## src/hdl/sss_pkg.sv

```systemverilog
// constants of the supply switch sequencer: register map, field layout,
// reset values, state encodings and timing counts.
// assumes a 32-bit apb bus and one clock, pclk, at 250 mhz.
package sss_pkg;

	// ----------------------------------------------------------------
	// register map (byte addresses)
	// ----------------------------------------------------------------
	localparam logic [7:0] ADDR_CONTROL = 8'h00; // supply_control_register
	localparam logic [7:0] ADDR_MODE    = 8'h08; // supply_mode_register
	localparam logic [7:0] ADDR_STATUS  = 8'h14; // supply_status_register
	localparam logic [7:0] ADDR_FWUT    = 8'h18; // flash_wakeup_timer

	// ----------------------------------------------------------------
	// control register fields
	// ----------------------------------------------------------------
	localparam int CR_OFF_BIT = 2;
	localparam int CR_KEY_LSB = 24;
	localparam int CR_KEY_MSB = 31;

	// ----------------------------------------------------------------
	// mode register fields and reset value
	// ----------------------------------------------------------------
	localparam int MR_VSEL_LSB  = 0;
	localparam int MR_VSEL_MSB  = 2;
	localparam int MR_DEEP_BIT  = 8;
	localparam int MR_RAM_BIT   = 9;
	localparam int MR_LOSS_BIT  = 11;
	localparam int MR_RT_BIT    = 12;
	localparam int MR_LCD_LSB   = 13;
	localparam int MR_LCD_MSB   = 14;
	localparam int MR_FLASH_BIT = 19;
	localparam logic [31:0] MR_RESET = 32'h0008_0a00;

	// ----------------------------------------------------------------
	// status register fields and reset value
	// ----------------------------------------------------------------
	localparam int SR_RT_BIT     = 0;
	localparam int SR_LCD_BIT    = 1;
	localparam int SR_BACKUP_BIT = 2;
	localparam int SR_LOSS_BIT   = 3;
	localparam int SR_FLASH_BIT  = 11;
	localparam logic [31:0] SR_RESET = 32'h0000_0800;

	// ----------------------------------------------------------------
	// flash wake-up timer
	// ----------------------------------------------------------------
	localparam int          FWUT_W     = 8;
	localparam logic [7:0]  FWUT_RESET = 8'h5a; // ninety main clocks

	// ----------------------------------------------------------------
	// lcd supply source modes
	// ----------------------------------------------------------------
	localparam logic [1:0] LCD_NONE = 2'h0;
	localparam logic [1:0] LCD_IDLE = 2'h1;
	localparam logic [1:0] LCD_EXT  = 2'h2;
	localparam logic [1:0] LCD_INT  = 2'h3;

	// ----------------------------------------------------------------
	// timing
	// ----------------------------------------------------------------
	localparam int PCLK_HZ        = 250_000_000;
	localparam int SLOW_HZ        = 32_768;
	localparam int SLOW_DIV       = PCLK_HZ / SLOW_HZ; // pclk per slow tick
	localparam int LCD_PUMP_SLOW  = 15;  // charge pump settle, slow cycles
	localparam int LOSS_MIN_SLOW  = 2;   // least core reset on loss
	localparam int FLASH_OFF_GAP  = 2;   // ready low to switch open, mclk

	// ----------------------------------------------------------------
	// states
	// ----------------------------------------------------------------
	typedef enum logic [2:0] {
		SSS_CORE_ON   = 3'b000,
		SSS_CORE_RST  = 3'b001,
		SSS_CORE_HALT = 3'b010,
		SSS_CORE_OFF  = 3'b011,
		SSS_CORE_WAKE = 3'b100,
		SSS_CORE_LOSS = 3'b101
	} sss_core_e;

	typedef enum logic [1:0] {
		SSS_LCD_IDLE    = 2'b00,
		SSS_LCD_EOF     = 2'b01,
		SSS_LCD_RELEASE = 2'b10,
		SSS_LCD_DROP    = 2'b11
	} sss_lcd_e;

	typedef enum logic [2:0] {
		SSS_FL_IDLE  = 3'b000,
		SSS_FL_CLOSE = 3'b001,
		SSS_FL_WAIT  = 3'b010,
		SSS_FL_DROP  = 3'b011,
		SSS_FL_OPEN  = 3'b100
	} sss_flash_e;

endpackage : sss_pkg

```

## src/hdl/sss_supply_switch_sequencer.sv

```systemverilog
// supply switch sequencer: apb slave, slow tick, and the power switch
// sequences for core regulator, backup ram, clock domain, lcd and flash.
// assumes synchronous inputs on pclk; analog switches respond on their own.
//
// Contract
// - mode field selects regulator output level between low and high voltage
// - mode bit puts the regulator into deep low-leakage mode
// - off command asserts core reset after resync, then regulator off
// - core halted one slow cycle before core supply is removed
// - regulation loss with enable set, outside deep mode, gives a core reset
// - ram retain bit only acts while in backup mode
// - backup ram switch closes whenever core supply is enabled
// - after reset clock domain enable reads 0 and domain unpowered
// - enable rising: switch on after resync, release reset one cycle later
// - enable falling: assert reset after resync, switch off one cycle later
// - writing the same clock domain enable value is ignored
// - after reset lcd mode is 0 and lcd reset held asserted
// - mode 2 from 0/1: external select, release reset one cycle later
// - mode 0 from 2: assert reset, clear external select one cycle later
// - mode 1 from 2/3: wait end of frame, reset, deselect one later
// - mode 3 from 0/1: pump on, release reset fifteen cycles later
// - mode 0 from 3: assert reset, stop pump one cycle later
// - direct lcd mode change between 2 and 3 is ignored
// - flash enable rising: close switch after one clock, ready after timer
// - flash enable falling: ready low after one clock, open two later
`timescale 1ns/1ps

module sss_supply_switch_sequencer #(
	parameter int          SLOW_DIV = sss_pkg::SLOW_DIV,
	parameter logic [7:0]  CR_KEY   = 8'h5c  // arbitrary key value
) (
	// clock and reset
	input  wire logic        pclk,
	input  wire logic        presetn,
	// apb slave
	input  wire logic        psel,
	input  wire logic        penable,
	input  wire logic        pwrite,
	input  wire logic [7:0]  paddr,
	input  wire logic [31:0] pwdata,
	output logic [31:0]      prdata,
	output logic             pready,
	output logic             pslverr,
	// core regulator
	input  wire logic        vr_ok,
	input  wire logic        wake_request,
	output logic [2:0]       regulator_voltage_select,
	output logic             regulator_deep_mode,
	output logic             regulator_standby,
	output logic             core_reset_n,
	output logic             core_halt,
	output logic             backup_ram_switch_on,
	// clock domain
	output logic             clock_domain_switch_on,
	output logic             clock_domain_reset_n,
	// lcd supply
	input  wire logic        lcd_end_of_frame,
	output logic             lcd_ext_on,
	output logic             lcd_int_on,
	output logic             lcd_reset_n,
	// flash supply
	output logic             flash_switch_off,
	output logic             flash_ready_flag
);

	// ----------------------------------------------------------------
	// state
	// ----------------------------------------------------------------
	localparam int CH_OFF = 0;
	localparam int CH_RT  = 1;
	localparam int CH_LCD = 2;

	typedef struct packed {
		logic [12:0]            div_cnt;
		logic [2:0]             vsel;
		logic                   deep;
		logic                   ram_retain;
		logic                   loss_en;
		logic                   rt_en;
		logic [1:0]             lcd_mode;
		logic                   flash_en;
		logic [7:0]             fwut;
		logic [2:0]             req;
		logic [2:0]             sync1;
		logic [2:0]             sync2;
		sss_pkg::sss_core_e     core_st;
		logic [1:0]             core_cnt;
		logic                   loss_seen;
		logic                   rt_sw;
		logic                   rt_rstn;
		logic                   rt_stat;
		logic                   rt_step;
		sss_pkg::sss_lcd_e      lcd_st;
		logic [1:0]             lcd_cur;
		logic [3:0]             lcd_cnt;
		logic                   lcd_ext;
		logic                   lcd_int;
		logic                   lcd_rstn;
		logic                   lcd_reset_status;
		sss_pkg::sss_flash_e    fl_st;
		logic [7:0]             fl_cnt;
		logic                   fl_off;
		logic                   fl_rdy;
		logic [31:0]            rdata;
	} sss_state_s;

	sss_state_s st;
	sss_state_s next_st;

	// saturating two-bit increment for slow-cycle counters
	function automatic logic [1:0] sss_inc2(input logic [1:0] v);
		sss_inc2 = (v == 2'h3) ? v : v + 2'h1;
	endfunction

	// true when a bus access of this phase hits the given address
	function automatic logic sss_hit(input logic [7:0] a,
	                                 input logic [7:0] target);
		sss_hit = (a == target);
	endfunction

	// ----------------------------------------------------------------
	// combinational decode
	// ----------------------------------------------------------------
	logic slow_tick;
	logic acc_wr;
	logic setup_rd;
	logic mapped;
	logic [31:0] mode_word;
	logic [31:0] status_word;

	// the slow clock is a tick derived from pclk, so the whole block stays
	// in one domain; the divider is a parameter so a bench can shorten it
	assign slow_tick = (st.div_cnt == 13'(SLOW_DIV - 1));
	assign acc_wr    = psel & penable & pwrite;
	assign setup_rd  = psel & ~penable & ~pwrite;
	assign mapped    = sss_hit(paddr, sss_pkg::ADDR_CONTROL)
	                 | sss_hit(paddr, sss_pkg::ADDR_MODE)
	                 | sss_hit(paddr, sss_pkg::ADDR_STATUS)
	                 | sss_hit(paddr, sss_pkg::ADDR_FWUT);

	// read images of the mode and status registers
	always_comb begin
		mode_word = '0;
		mode_word[sss_pkg::MR_VSEL_MSB:sss_pkg::MR_VSEL_LSB] = st.vsel;
		mode_word[sss_pkg::MR_DEEP_BIT]  = st.deep;
		mode_word[sss_pkg::MR_RAM_BIT]   = st.ram_retain;
		mode_word[sss_pkg::MR_LOSS_BIT]  = st.loss_en;
		mode_word[sss_pkg::MR_RT_BIT]    = st.rt_en;
		mode_word[sss_pkg::MR_LCD_MSB:sss_pkg::MR_LCD_LSB] = st.lcd_mode;
		mode_word[sss_pkg::MR_FLASH_BIT] = st.flash_en;
		status_word = '0;
		status_word[sss_pkg::SR_RT_BIT]     = st.rt_stat;
		status_word[sss_pkg::SR_LCD_BIT]    = st.lcd_reset_status;
		status_word[sss_pkg::SR_BACKUP_BIT] =
			(st.core_st == sss_pkg::SSS_CORE_OFF);
		status_word[sss_pkg::SR_LOSS_BIT]   = st.loss_seen;
		status_word[sss_pkg::SR_FLASH_BIT]  = st.fl_rdy;
	end

	// ----------------------------------------------------------------
	// next state
	// ----------------------------------------------------------------
	always_comb begin
		logic [1:0] wmode;
		logic       lcd_bad;
		logic [2:0] start;
		wmode   = pwdata[sss_pkg::MR_LCD_MSB:sss_pkg::MR_LCD_LSB];
		lcd_bad = 1'b0;
		start   = '0;
		next_st = st;

		// slow tick divider
		next_st.div_cnt = slow_tick ? '0 : st.div_cnt + 13'h1;

		// read data is captured in the setup phase, so it is stable from
		// a flop throughout the access phase
		if (setup_rd) begin
			if (sss_hit(paddr, sss_pkg::ADDR_MODE))
				next_st.rdata = mode_word;
			else if (sss_hit(paddr, sss_pkg::ADDR_STATUS))
				next_st.rdata = status_word;
			else if (sss_hit(paddr, sss_pkg::ADDR_FWUT))
				next_st.rdata = {24'h0, st.fwut};
			else
				next_st.rdata = '0;
		end

		// resync stages step on the slow tick; the first stage feeds only
		// the second
		if (slow_tick) begin
			next_st.sync1 = st.req;
			next_st.sync2 = st.sync1;
			start         = st.sync2;
			next_st.req   = st.req & ~st.sync2;
			next_st.sync1 = st.req & ~st.sync2;
			next_st.sync2 = st.sync1 & ~st.sync2;
		end

		// control register: off command needs the key
		if (acc_wr && sss_hit(paddr, sss_pkg::ADDR_CONTROL)
		    && pwdata[sss_pkg::CR_KEY_MSB:sss_pkg::CR_KEY_LSB] == CR_KEY
		    && pwdata[sss_pkg::CR_OFF_BIT]
		    && st.core_st == sss_pkg::SSS_CORE_ON) begin
			next_st.req[CH_OFF] = 1'b1;
		end

		// mode register write
		if (acc_wr && sss_hit(paddr, sss_pkg::ADDR_MODE)) begin
			next_st.vsel = pwdata[sss_pkg::MR_VSEL_MSB:
			                      sss_pkg::MR_VSEL_LSB];
			next_st.deep       = pwdata[sss_pkg::MR_DEEP_BIT];
			next_st.ram_retain = pwdata[sss_pkg::MR_RAM_BIT];
			next_st.loss_en    = pwdata[sss_pkg::MR_LOSS_BIT];
			// same value written again starts nothing
			if (pwdata[sss_pkg::MR_RT_BIT] != st.rt_en) begin
				next_st.rt_en      = pwdata[sss_pkg::MR_RT_BIT];
				next_st.req[CH_RT] = 1'b1;
			end
			// direct swap between the two sources is dropped
			lcd_bad = (wmode == sss_pkg::LCD_EXT
			           && st.lcd_mode == sss_pkg::LCD_INT)
			        | (wmode == sss_pkg::LCD_INT
			           && st.lcd_mode == sss_pkg::LCD_EXT);
			if (!lcd_bad && wmode != st.lcd_mode) begin
				next_st.lcd_mode    = wmode;
				next_st.req[CH_LCD] = 1'b1;
			end
			// flash runs on the main clock, so no resync stage
			if (pwdata[sss_pkg::MR_FLASH_BIT] != st.flash_en) begin
				next_st.flash_en = pwdata[sss_pkg::MR_FLASH_BIT];
				next_st.fl_st    = pwdata[sss_pkg::MR_FLASH_BIT]
				                 ? sss_pkg::SSS_FL_CLOSE
				                 : sss_pkg::SSS_FL_DROP;
			end
		end
		if (acc_wr && sss_hit(paddr, sss_pkg::ADDR_FWUT))
			next_st.fwut = pwdata[sss_pkg::FWUT_W-1:0];

		// ------------------------------------------------------------
		// core regulator sequence, stepped on slow ticks
		// ------------------------------------------------------------
		if (slow_tick) begin
			case (st.core_st)
			sss_pkg::SSS_CORE_ON: begin
				if (start[CH_OFF]) begin
					next_st.core_st = sss_pkg::SSS_CORE_RST;
				end else if (st.loss_en && !st.deep && !vr_ok) begin
					// loss only counts with the regulator in normal mode
					next_st.core_st   = sss_pkg::SSS_CORE_LOSS;
					next_st.core_cnt  = '0;
					next_st.loss_seen = 1'b1;
				end
			end
			sss_pkg::SSS_CORE_RST:
				next_st.core_st = sss_pkg::SSS_CORE_HALT;
			sss_pkg::SSS_CORE_HALT:
				next_st.core_st = sss_pkg::SSS_CORE_OFF;
			sss_pkg::SSS_CORE_OFF: begin
				if (wake_request) begin
					next_st.core_st  = sss_pkg::SSS_CORE_WAKE;
					next_st.core_cnt = '0;
				end
			end
			sss_pkg::SSS_CORE_WAKE: begin
				// vr_ok must hold one full slow cycle before release
				if (!vr_ok)
					next_st.core_cnt = '0;
				else if (st.core_cnt != 2'h0)
					next_st.core_st = sss_pkg::SSS_CORE_ON;
				else
					next_st.core_cnt = sss_inc2(st.core_cnt);
			end
			sss_pkg::SSS_CORE_LOSS: begin
				next_st.core_cnt = sss_inc2(st.core_cnt);
				if (vr_ok && 32'(sss_inc2(st.core_cnt)) >=
				    sss_pkg::LOSS_MIN_SLOW)
					next_st.core_st = sss_pkg::SSS_CORE_ON;
			end
			default:
				next_st.core_st = sss_pkg::SSS_CORE_ON;
			endcase
		end

		// ------------------------------------------------------------
		// clock domain power sequence
		// ------------------------------------------------------------
		if (slow_tick) begin
			if (st.rt_step) begin
				// second step one slow cycle after the first
				next_st.rt_step = 1'b0;
				if (st.rt_en) begin
					next_st.rt_rstn = 1'b1;
					next_st.rt_stat = 1'b1;
				end else begin
					next_st.rt_sw   = 1'b0;
					next_st.rt_stat = 1'b0;
				end
			end else if (start[CH_RT]) begin
				next_st.rt_step = 1'b1;
				if (st.rt_en)
					next_st.rt_sw = 1'b1;
				else
					next_st.rt_rstn = 1'b0;
			end
		end

		// ------------------------------------------------------------
		// lcd supply source sequence
		// ------------------------------------------------------------
		if (slow_tick) begin
			case (st.lcd_st)
			sss_pkg::SSS_LCD_IDLE: begin
				if (start[CH_LCD]) begin
					next_st.lcd_cur = st.lcd_mode;
					if (st.lcd_mode == sss_pkg::LCD_EXT) begin
						next_st.lcd_ext = 1'b1;
						next_st.lcd_cnt = 4'h1;
						next_st.lcd_st  = sss_pkg::SSS_LCD_RELEASE;
					end else if (st.lcd_mode == sss_pkg::LCD_INT) begin
						next_st.lcd_int = 1'b1;
						next_st.lcd_cnt = 4'(sss_pkg::LCD_PUMP_SLOW);
						next_st.lcd_st  = sss_pkg::SSS_LCD_RELEASE;
					end else if (st.lcd_cur == sss_pkg::LCD_EXT
					             || st.lcd_cur == sss_pkg::LCD_INT) begin
						if (st.lcd_mode == sss_pkg::LCD_IDLE) begin
							next_st.lcd_st = sss_pkg::SSS_LCD_EOF;
						end else begin
							next_st.lcd_rstn = 1'b0;
							next_st.lcd_st   = sss_pkg::SSS_LCD_DROP;
						end
					end
				end
			end
			sss_pkg::SSS_LCD_EOF: begin
				// wait for the controller to finish its frame
				if (lcd_end_of_frame) begin
					next_st.lcd_rstn = 1'b0;
					next_st.lcd_st   = sss_pkg::SSS_LCD_DROP;
				end
			end
			sss_pkg::SSS_LCD_RELEASE: begin
				if (st.lcd_cnt == 4'h1) begin
					next_st.lcd_rstn = 1'b1;
					next_st.lcd_reset_status     = 1'b1;
					next_st.lcd_st   = sss_pkg::SSS_LCD_IDLE;
				end
				next_st.lcd_cnt = st.lcd_cnt - 4'h1;
			end
			sss_pkg::SSS_LCD_DROP: begin
				next_st.lcd_ext = 1'b0;
				next_st.lcd_int = 1'b0;
				next_st.lcd_reset_status    = 1'b0;
				next_st.lcd_st  = sss_pkg::SSS_LCD_IDLE;
			end
			default:
				next_st.lcd_st = sss_pkg::SSS_LCD_IDLE;
			endcase
		end

		// ------------------------------------------------------------
		// flash power sequence on the main clock
		// ------------------------------------------------------------
		case (st.fl_st)
		sss_pkg::SSS_FL_IDLE: ;
		sss_pkg::SSS_FL_CLOSE: begin
			// the timer value sets the wait before ready
			next_st.fl_off = 1'b0;
			next_st.fl_cnt = st.fwut;
			next_st.fl_st  = sss_pkg::SSS_FL_WAIT;
		end
		sss_pkg::SSS_FL_WAIT: begin
			if (st.fl_cnt <= 8'h1) begin
				next_st.fl_rdy = 1'b1;
				next_st.fl_st  = sss_pkg::SSS_FL_IDLE;
			end
			next_st.fl_cnt = st.fl_cnt - 8'h1;
		end
		sss_pkg::SSS_FL_DROP: begin
			next_st.fl_rdy = 1'b0;
			next_st.fl_cnt = 8'(sss_pkg::FLASH_OFF_GAP);
			next_st.fl_st  = sss_pkg::SSS_FL_OPEN;
		end
		sss_pkg::SSS_FL_OPEN: begin
			if (st.fl_cnt == 8'h1) begin
				next_st.fl_off = 1'b1;
				next_st.fl_st  = sss_pkg::SSS_FL_IDLE;
			end
			next_st.fl_cnt = st.fl_cnt - 8'h1;
		end
		default:
			next_st.fl_st = sss_pkg::SSS_FL_IDLE;
		endcase
	end

	// ----------------------------------------------------------------
	// state register
	// ----------------------------------------------------------------
	// reset puts the clock domain and lcd off, flash powered and ready
	always_ff @(posedge pclk or negedge presetn) begin
		if (!presetn) begin
			st            <= '0;
			st.deep       <= sss_pkg::MR_RESET[sss_pkg::MR_DEEP_BIT];
			st.ram_retain <= sss_pkg::MR_RESET[sss_pkg::MR_RAM_BIT];
			st.loss_en    <= sss_pkg::MR_RESET[sss_pkg::MR_LOSS_BIT];
			st.rt_en      <= sss_pkg::MR_RESET[sss_pkg::MR_RT_BIT];
			st.lcd_mode   <= sss_pkg::LCD_NONE;
			st.lcd_cur    <= sss_pkg::LCD_NONE;
			st.flash_en   <= sss_pkg::MR_RESET[sss_pkg::MR_FLASH_BIT];
			st.fwut       <= sss_pkg::FWUT_RESET;
			st.core_st    <= sss_pkg::SSS_CORE_ON;
			st.lcd_st     <= sss_pkg::SSS_LCD_IDLE;
			st.fl_st      <= sss_pkg::SSS_FL_IDLE;
			st.fl_rdy     <= sss_pkg::SR_RESET[sss_pkg::SR_FLASH_BIT];
		end else begin
			st <= next_st;
		end
	end

	// ----------------------------------------------------------------
	// outputs
	// ----------------------------------------------------------------
	// zero wait state slave; unmapped addresses and reads of the
	// write-only control register answer with an error
	assign pready  = 1'b1;
	assign pslverr = psel & penable & (~mapped
	               | (~pwrite & sss_hit(paddr, sss_pkg::ADDR_CONTROL)));
	assign prdata  = st.rdata;

	assign regulator_voltage_select = st.vsel;
	assign regulator_deep_mode      = st.deep;
	assign regulator_standby = (st.core_st == sss_pkg::SSS_CORE_OFF);
	assign core_reset_n      = (st.core_st == sss_pkg::SSS_CORE_ON);
	assign core_halt = (st.core_st == sss_pkg::SSS_CORE_HALT)
	                 | (st.core_st == sss_pkg::SSS_CORE_OFF);
	// ram switch follows the core supply; retain only matters in backup
	assign backup_ram_switch_on = ~regulator_standby
	                            | st.ram_retain;

	assign clock_domain_switch_on = st.rt_sw;
	assign clock_domain_reset_n   = st.rt_rstn;
	assign lcd_ext_on             = st.lcd_ext;
	assign lcd_int_on             = st.lcd_int;
	assign lcd_reset_n            = st.lcd_rstn;
	assign flash_switch_off       = st.fl_off;
	assign flash_ready_flag       = st.fl_rdy;

endmodule // sss_supply_switch_sequencer

```

## config.mk

```make
export PLATFORM = sky130hd
export DESIGN_NAME = sss_supply_switch_sequencer
export DESIGN_NICKNAME = d
export VERILOG_FILES = /design/src/hdl/sss_pkg.sv /design/src/hdl/sss_supply_switch_sequencer.sv
export SDC_FILE = /design/constraint.sdc
export NUM_CORES = 1
export LEC_CHECK = 0
export BUFFER_PORTS_ARGS = -buffer_cell sky130_fd_sc_hd__buf_2
export CORE_MARGIN = 8
export CORE_UTILIZATION = 55
export DETAILED_ROUTE_END_ITERATION = 10
export GPL_ROUTABILITY_DRIVEN = 0
export PLACE_DENSITY = 0.83
export SLEW_MARGIN = 5
export SYNTH_ARGS = -nofsm -noshare
export SYNTH_HDL_FRONTEND = slang
export SYNTH_SLANG_ARGS = --single-unit
export TNS_END_PERCENT = 10
```

## constraint.sdc

```tcl
create_clock -name pclk -period 2.5 [get_ports pclk]
set_input_delay 0.25 -clock pclk [delete_from_list [all_inputs] [get_ports pclk]]
set_output_delay 0.25 -clock pclk [all_outputs]
set_load 0.005 [all_outputs]
```

---- Yosys cells after proc, flatten, opt, wreduce, memory -nomap -nowiden ----
Cells that the tools add are included.
cells by class
  div/mod/pow operators ................... 0
  reductions and logical operators ........ 51
  equality and inequality tests ........... 54
  add/subtract/negate cells ............... 4
  bitwise logic cells ..................... 21
  shifts and indexed selects .............. 0
  magnitude comparators ................... 2
  muxes and demuxes ....................... 62
  multiply operators ...................... 0
operators by type and width
  kind                                            count
  inequality test 2 bit (second input constant)   18
  two-way mux 2 bit                               15
  two-way mux 3 bit                               10
  case mux 8 bit (3 select lines)                 1
  two-way mux 20 bit                              1
  AND reduction 4 bit                             5
  == test 2 bit (second input constant)           9
  case mux 3 bit (6 select lines)                 1
  nonzero test 2 bit                              9
  == test 8 x 5 -> 1 bit (second input constant)  2
  two-way mux 1 bit                               16
  case mux 2 bit (4 select lines)                 2
  case mux 3 bit (5 select lines)                 1
  adder 13 x 1 -> 13 bit (second input constant)  1
  == test 13 bit (second input constant)          1
  two-way mux 13 bit                              1
  == test 3 x 2 -> 1 bit (second input constant)  4
  logical AND 1 bit                               12
  two-way mux 12 bit                              1
  AND reduction 2 bit                             6
  AND reduction 6 bit                             2
  two-way mux 11 bit                              1
  AND reduction 5 bit                             2
  == test 3 bit (second input constant)           3
  other kinds (41)                                70
word-level totals
  output and inout port bits .............. 49
  bits in registers ....................... 107
  memory bits (read-only) ................. 0
  bits in latches ......................... 0
  memories kept ........................... 0
  bits of input ports ..................... 48
  bits in writable memories ............... 0

---- Longest topological paths before layout ----
Gate-level depths: netlist of run 1.
  depth after elaboration ................. 7
  depth in mapped cells ................... 8
  depth with buffers taken out ............ 7

---- Least setup slack after synthesis of run 1 ----
OpenSTA, ideal clock, no wires.
  path kind ............................... register to register
  from .................................... reg st[94] in the netlist's numbering
  to ...................................... reg st[62] in the netlist's numbering
  arrival time ............................ 1813 ps
  required time ........................... 2373 ps
  path buffers ............................ 0
  cell stages (with the launch flop) ...... 8
  clock period less this slack ............ 1940 ps
  setup slack ............................. 560 ps
  cell sequence ........................... dfrtp_1 inv_1 ha_1 nand2b_1 nor4_4 a21oi_1 o31a_1 mux2_1
between the ends
  cells in the longest elaborated chain, start to end .. 4
RTL lines
  element                            line                                source
  start: declaration                 sss_supply_switch_sequencer.sv:107  sss_state_s st;
  start signal: assignment           sss_supply_switch_sequencer.sv:415  st <= next_st;
  == test 13 bit (*)                 sss_supply_switch_sequencer.sv:133  assign slow_tick = (st.div_cnt == 13'(SLOW_DIV - 1));
  two-way mux 3 bit                  sss_supply_switch_sequencer.sv:190  if (slow_tick) begin
  inequality test 2 bit (no line)    n/a
  AND reduction 6 bit (no line) (*)  n/a
Mark *: on every way between the ends. The rest lies on a longest branch, timed or not.
A chain may end at the register's enable or synchronous reset.

---- Final worst setup path of run 1 ----
  from .................................... reg st[94] in the netlist's numbering
  to ...................................... reg st[51] in the netlist's numbering
between the ends
  cells in the longest elaborated chain, start to end .. 4
RTL lines
  element                            line
  == test 13 bit (*)                 sss_supply_switch_sequencer.sv:133
  two-way mux 3 bit                  sss_supply_switch_sequencer.sv:190
  inequality test 2 bit (no line)    n/a
  AND reduction 4 bit (no line) (*)  n/a
Marks and branches as above.

==> results of run 1 <==
-- layer usage --
metal	up-vias	part of all wire [%]	wire (um)
met4	0	2.5	277
li1	1848	-	-
met1	1856	42	4690
met3	21	7.2	798
met5	-	0	0
met2	123	48	5260
-- metrics by stage --
step / std cells / utilization, %
final: 666 / 61.3
after global routing: 666 / 61.3
after CTS: 666 / 61.3
after detailed placement: 649 / 59.1
after global placement: 649 / 59.1
after floorplan: 519 / -
-- final timing paths --
check,slack (ns),end,cells past startpoint
setup / recovery,0.30,st[51],7
hold / removal,0.12,regulator_deep_mode,2
setup reg to reg,0.30,st[51],7
hold reg to reg,0.48,st[71],2
max in group asynchronous,1.42,st[77],3
min in group asynchronous,0.43,regulator_deep_mode,2
-- power by group through the flow --
stage               Sequential, mW  Combinational, mW  Clock [mW]
floorplan                     1.56              0.258           0
global placement              1.61              0.318           0
detailed placement            1.61              0.338           0
CTS                           1.58              0.340       0.948
global route                  1.60              0.385        1.02
finish                        1.59              0.342       0.934
-- critical path: cells and delay by family (launching register included) --
family          cells  cell delay [ns]
flops               1             0.42
compound gates      2             0.33
buf+inv             1             0.07
fa+ha+maj           1             0.14
simple gates        3             1.14
-- layout by cell type (no fill, tap or decap), types with 5 or more instances in the layout --
| master | Yosys | final |
|---|---|---|
| a31oi_1 | 5 | 5 |
| o31ai_1 | 7 | 7 |
| nor2_1 | 37 | 37 |
| nand2b_1 | 8 | 8 |
| nor4_1 | 7 | 7 |
| o21ai_0 | 38 | 38 |
| ha_1 | 7 | 7 |
| xnor2_1 | 5 | 5 |
| xor2_1 | 10 | 10 |
| a21oi_1 | 22 | 22 |
| mux2_2 | 20 | 20 |
| conb_1 | 2 | 18 |
| inv_1 | 17 | 17 |
| a22o_1 | 14 | 14 |
| nand2_1 | 56 | 56 |
| clkbuf_8 | 0 | 12 |
| nand3_1 | 9 | 9 |
| a22oi_1 | 10 | 10 |
| dfstp_2 | 8 | 8 |
| nor3_1 | 12 | 12 |
| nor2b_1 | 7 | 7 |
| dfrtp_1 | 81 | 81 |
| buf_2 | 2 | 68 |
| buf_4 | 36 | 9 |
-- area by class of cell --
| type | instances | share of cell area [%] |
|---|---|---|
| clock inverters | 3 | 0.283 |
| repair buffers | 79 | 8.27 |
| multi-input cells | 357 | 42.3 |
| flip-flops and latches | 89 | 42.2 |
| well taps | 108 | 2.55 |
| inverters | 17 | 1.20 |
| clock buffers | 13 | 3.19 |
-- repair_timing --
action                     CTS  global route
hold buffers                 1             0
hold endpoints to repair    37             0
setup endpoints to repair    0             0
-- registers in the layout (all words and copies together), names as in the netlist --
signal                    cells
clock_domain_reset_n          1
clock_domain_switch_on        1
flash_ready_flag              1
flash_switch_off              1
lcd_ext_on                    1
lcd_int_on                    1
lcd_reset_n                   1
mode_word                     6
prdata                       15
regulator_deep_mode           1
regulator_voltage_select      3
st                           57
-- cell families after synthesis --
| kind of cell | after synthesis | share of synthesized area [%] |
|---|---|---|
| AND/OR/NAND/NOR | 170 | 18.2 |
| AO/OA/AOI/OAI | 124 | 16.9 |
| flip-flops | 89 | 46.3 |
| buffers and inverters | 73 | 8.53 |
| multiplexers | 23 | 5.31 |
| XOR/XNOR | 15 | 2.72 |
| adder cells (fa/ha/maj) | 7 | 1.81 |
| other | 2 | 0.156 |
==> run metrics, run 1 <==
Logic pwr share=11.9%; number of flops mapped to enable cells by yosys=0; Synth Cell Area=slightly below 5000 um2; Cells after Synth=503; Crit Path Class=reg2reg; max_cap viols=0; PwrDens=~540 nW/um2; number of CTS-inserted buffers=9; CTS Root Cell=clkbuf_8; die width=about 110 um; Core Area=8640 um2; Final #Nets=~600; Slew Limit Fails=0; clk sink count=89; I/O pin cnt=97; CTS tree=done; Switch Pwr=0.790 mW; first-pass GRT wire length=18100 um; Power Internal=2.07 mW; worst path cell trace=inv_1 > ha_1 > nand2b_1 > or4_4 > nor3_4 > o21ai_0 > a22o_1; I/O Buffers=69; worst hold path type=in2reg; Avg Inst Size Synth=approximately 9.6 um2; dpl hpwl=8240 um; Primary FF master, synth=dfrtp_1; Crit. End Element=flip-flop; Largest stage delay, worst path=0.70 ns; dpl cell area=5100 um2; crit path max fanout=22; Die H=110 um; drt first-iter violations=between 200 and 250; synth unique cells=63; Final Skew=0.0157 ns; Worst IR Drop VDD=0.249 mV; setup repair bufs after CTS=0; Synth warnings=0; Total GRT Usage=about a fifth; setup TNS=0 ns; FMAX=between 400 and 500 MHz; slew margin rel.=49.1%; most common cell in the netlist=dfrtp_1; Sw Ratio=between 20% and 30%; post-cts sizing count=0; Setup WS pre-CTS=between 0.2 and 0.3 ns; largest area contributor in the netlist=dfrtp_1; diode count=0; largest cells by area after synthesis=dfrtp_1, buf_4, mux2_2, dfstp_2, nand2_1; Reg area=2240 um2; largest net degree at the start of global routing=44; Synth top area share=about two fifths; FP Rows=34; share of cells above drive strength 1=a little under a quarter; Detail Route Antenna Nets=0; sequential cell area fraction in the yosys report=between 40% and 50%; # fillers=695; design area=5300 um2; Global Route met1 Usage=24.1%; status=complete, no violations; Congestion Overflow GR=0; number of global-route vias before repair=around 3700; Synth Register Bits=89; Fin Hold WS=0.117 ns; CTS clk-pin slew, worst paths=about 0.090 ns; residual DRC count=0; final worst slack=0.303 ns; slowest library cell on the worst path=or4_4; drt pass-1 iters=5; Syn-to-layout area delta=9.72%; met2 GRT Util=30.5%; DRT Wirelength=around 11000 um; commonest cells in the netlist=dfrtp_1, nand2_1, o21ai_0; Least-Margin Pin Slew=0.764 ns; total power=roughly 2.9 mW; Die ar.=between 10000 and 15000 um2; met3 GRT Util=approximately 4.1%; power share of the clock group=roughly a third; Skew-Pair Late Insertion Delay=about 0.36 ns; RSZ-0062 raised after global routing=false; vias=3848; crit path from=st[94]; crit path time final=between 2 and 2.5 ns; most used routing layer=met2; final setup fails=0; Final Hold Vio Count=0; Multi-input gate area=about 2200 um2; sequential power share=55.5%; Clock Tree Buf Depth=2; routed len/inst=around 17 um; Hold Crit Start=pwdata[8]; leakage=between 2 and 3 nW; worst reg2reg startpoint=st[94]; Synth async-reset ratio=100%; effective utilization at floorplan=55.9%; H-Tree Depth=3; Crit path required time=2.76 ns; Vias/cell=slightly below 6; crit path launch type=flip-flop; period utilization=between 80% and 90%; WP data arrival=2.45 ns; initial antenna violation count=0
Note: power is estimated with default switching activity, not from simulation.
==> run 2: changes to the inputs <==
CORE_UTILIZATION = 57   (was 55)
CTS_BUF_LIST = sky130_fd_sc_hd__clkbuf_2 sky130_fd_sc_hd__clkbuf_4 sky130_fd_sc_hd__clkbuf_8   (was unset)
CTS_CLUSTER_DIAMETER = 60   (was unset)
PLACE_DENSITY = 0.85   (was 0.83)
==> run 2 against run 1 <==
Against the previous run: sequential share of layout area down 0.21 points; die area down 3.0%; worst setup slack worse by 0.012 ns; utilization up 3.4 points; final area up 0.50%; via count up 2.2%; largest power group unchanged.
==> run metrics, run 2 (synthesized netlist as in run 1, its figures left out) <==
slew margin rel.=61.8% (was 49.1%); vias=3932 (was 3848); residual DRC count=0 (unchanged); max_cap viols=0 (unchanged); worst path cell trace=inv_1 > ha_1 > nand2b_1 > or4_4 > nor3_4 > o21ai_0 > a22o_1 (unchanged); dpl hpwl=8620 um (was 8240 um); PwrDens=557 nW/um2 (was 541 nW/um2); status=complete, no violations (unchanged); initial antenna violation count=0 (unchanged); dpl cell area=5110 um2 (was 5100 um2); Crit path required time=2.75 ns (was 2.76 ns); Most flops, register=st (unchanged); Least-Margin Pin Slew=0.574 ns (was 0.764 ns); Core Area=8220 um2 (was 8640 um2); Slew Limit Fails=0 (unchanged); max FFs per register=57 (unchanged); drt first-iter violations=237 (was 244); CTS Hold Bufs=1 (unchanged); crit path from=st[94] (unchanged); CTS clk-pin slew, worst paths=0.10 ns (was 0.09 ns); diode count=0 (unchanged); I/O Buffers=69 (unchanged); Clock Tree Buf Depth=2 (unchanged); slowest library cell on the worst path=or4_4 (unchanged); commonest non-fill, non-tap cells in the layout=dfrtp_1, buf_2, nand2_1 (unchanged); Final #Nets=609 (was 608); Final Hold Vio Count=0 (unchanged); design area=5320 um2 (was 5300 um2); FMAX=453 MHz (was 455 MHz); FF-to-FF End=st[52] (was st[51]); Setup WS pre-CTS=0.283 ns (was 0.299 ns); Total GRT Usage=19.7% (was 18.8%); Largest stage delay, worst path=0.69 ns (was 0.70 ns); DRT Wirelength=11400 um (was 11000 um); setup repair bufs after CTS=0 (unchanged); final setup fails=0 (unchanged); drt pass-1 iters=5 (unchanged); die width=108 um (was 110 um); Detail Route Antenna Nets=0 (unchanged); first-pass GRT wire length=18400 um (was 18100 um); largest net degree at the start of global routing=38 (was 44); Die ar.=11700 um2 (was 12000 um2); crit path capture=st[52] (was st[51]); final worst slack=0.291 ns (was 0.303 ns); Vias/cell=5.92 (was 5.78); Worst IR Drop VDD=0.261 mV (was 0.249 mV); Die H=108 um (was 110 um); share of cells above drive strength 1=24.2% (was 23.8%); Syn-to-layout area delta=10.3% (was 9.72%); RSZ-0062 raised after global routing=false (unchanged); worst hold path type=in2reg (unchanged); I/O pin cnt=97 (unchanged); routed len/inst=17.2 um (was 16.6 um); CTS tree=done (unchanged); number of CTS-inserted buffers=9 (unchanged); effective utilization at floorplan=58.8% (was 55.9%); H-Tree Depth=3 (unchanged); worst reg2reg startpoint=st[94] (unchanged); Skew-Pair Late Insertion Delay=0.36 ns (about the same); crit path launch type=flip-flop (unchanged); WP data arrival=2.45 ns (about the same); commonest non-fill, non-tap cell in the layout=dfrtp_1 (unchanged); crit path time final=2.21 ns (was 2.20 ns); period utilization=88.3% (was 87.9%); post-cts sizing count=0 (unchanged); setup TNS=0 ns (unchanged); R2R setup slack=0.29 ns (was 0.30 ns); # fillers=676 (was 695); Final Skew=0.0164 ns (was 0.0157 ns); Crit. End Element=flip-flop (unchanged); cell depth of the worst flop-to-flop path=7 (unchanged); crit path max fanout=22 (unchanged); Crit Path Class=reg2reg (unchanged); CTS Root Cell=clkbuf_8 (unchanged); number of global-route vias before repair=3824 (was 3704); leakage=2.53 nW (was 2.51 nW); clk sink count=89 (unchanged); FP Rows=33 (was 34); Congestion Overflow GR=0 (unchanged)
## run 2: cell type report
class / instances / area [um2] / share of cell area [%]
inverters: 17 / 63.8 / 1.20
multi-input cells: 357 / 2240 / 42.1
clock inverters: 3 / 40.0 / 0.752
repair buffers: 80 / 445 / 8.37
well taps: 105 / 131 / 2.47
flip-flops and latches: 89 / 2240 / 42.0
clock buffers: 13 / 166 / 3.13
## run 2: worst min-delay path by stage
| stage | from | end | slack (ns) | cells after the start |
|---|---|---|---|---|
| floorplan | presetn | clock_domain_reset_n | -0.05 | 0 |
| detailed placement | presetn | prdata[9] | 0.24 | 1 |
| global route | pwdata[4] | st[80] | 0.12 | 2 |
| finish | pwdata[7] | st[83] | 0.13 | 2 |
| CTS | pwdata[7] | st[83] | 0.12 | 2 |
| global placement | presetn | prdata[12] | 0.24 | 1 |
## run 2: per-stage QoR
stage / utilization [%] / instances / total power [mW] / hold WS, ns
after floorplan: - / 519 / 1.82 / -0.0456
after global placement: 62.2 / 647 / 1.93 / 0.241
after detailed placement: 62.2 / 647 / 1.95 / 0.238
after CTS: 64.8 / 664 / 2.98 / 0.119
after global routing: 64.8 / 664 / 3.08 / 0.122
final: 64.8 / 664 / 2.96 / 0.128
## run 2: critical path, delay by kind of cell, from the launching register on
family                   cells  cell delay, ns
AO/OA/AOI/OAI                2            0.32
adder cells (fa/ha/maj)      1            0.15
buffers and inverters        1            0.08
flip-flops                   1            0.42
AND/OR/NAND/NOR              3            1.13
## run 2: metal layers
metal / GRT usage (%) / vias up / wire [um] / share of wire [%]
li1: - / 1848 / - / -
met5: 0 / - / 0 / 0
met1: 22.8 / 1901 / 4580 / 40
met2: 33.9 / 154 / 5710 / 50
met4: 9.91 / 0 / 326 / 2.9
met3: 3.87 / 29 / 793 / 6.9
## run 2: where the power goes
part / switching [mW] / leakage [nW] / internal, mW
clock network: 0.490 / 0.110 / 0.537
logic: 0.205 / 1.27 / 0.142
registers: 0.0967 / 1.15 / 1.49
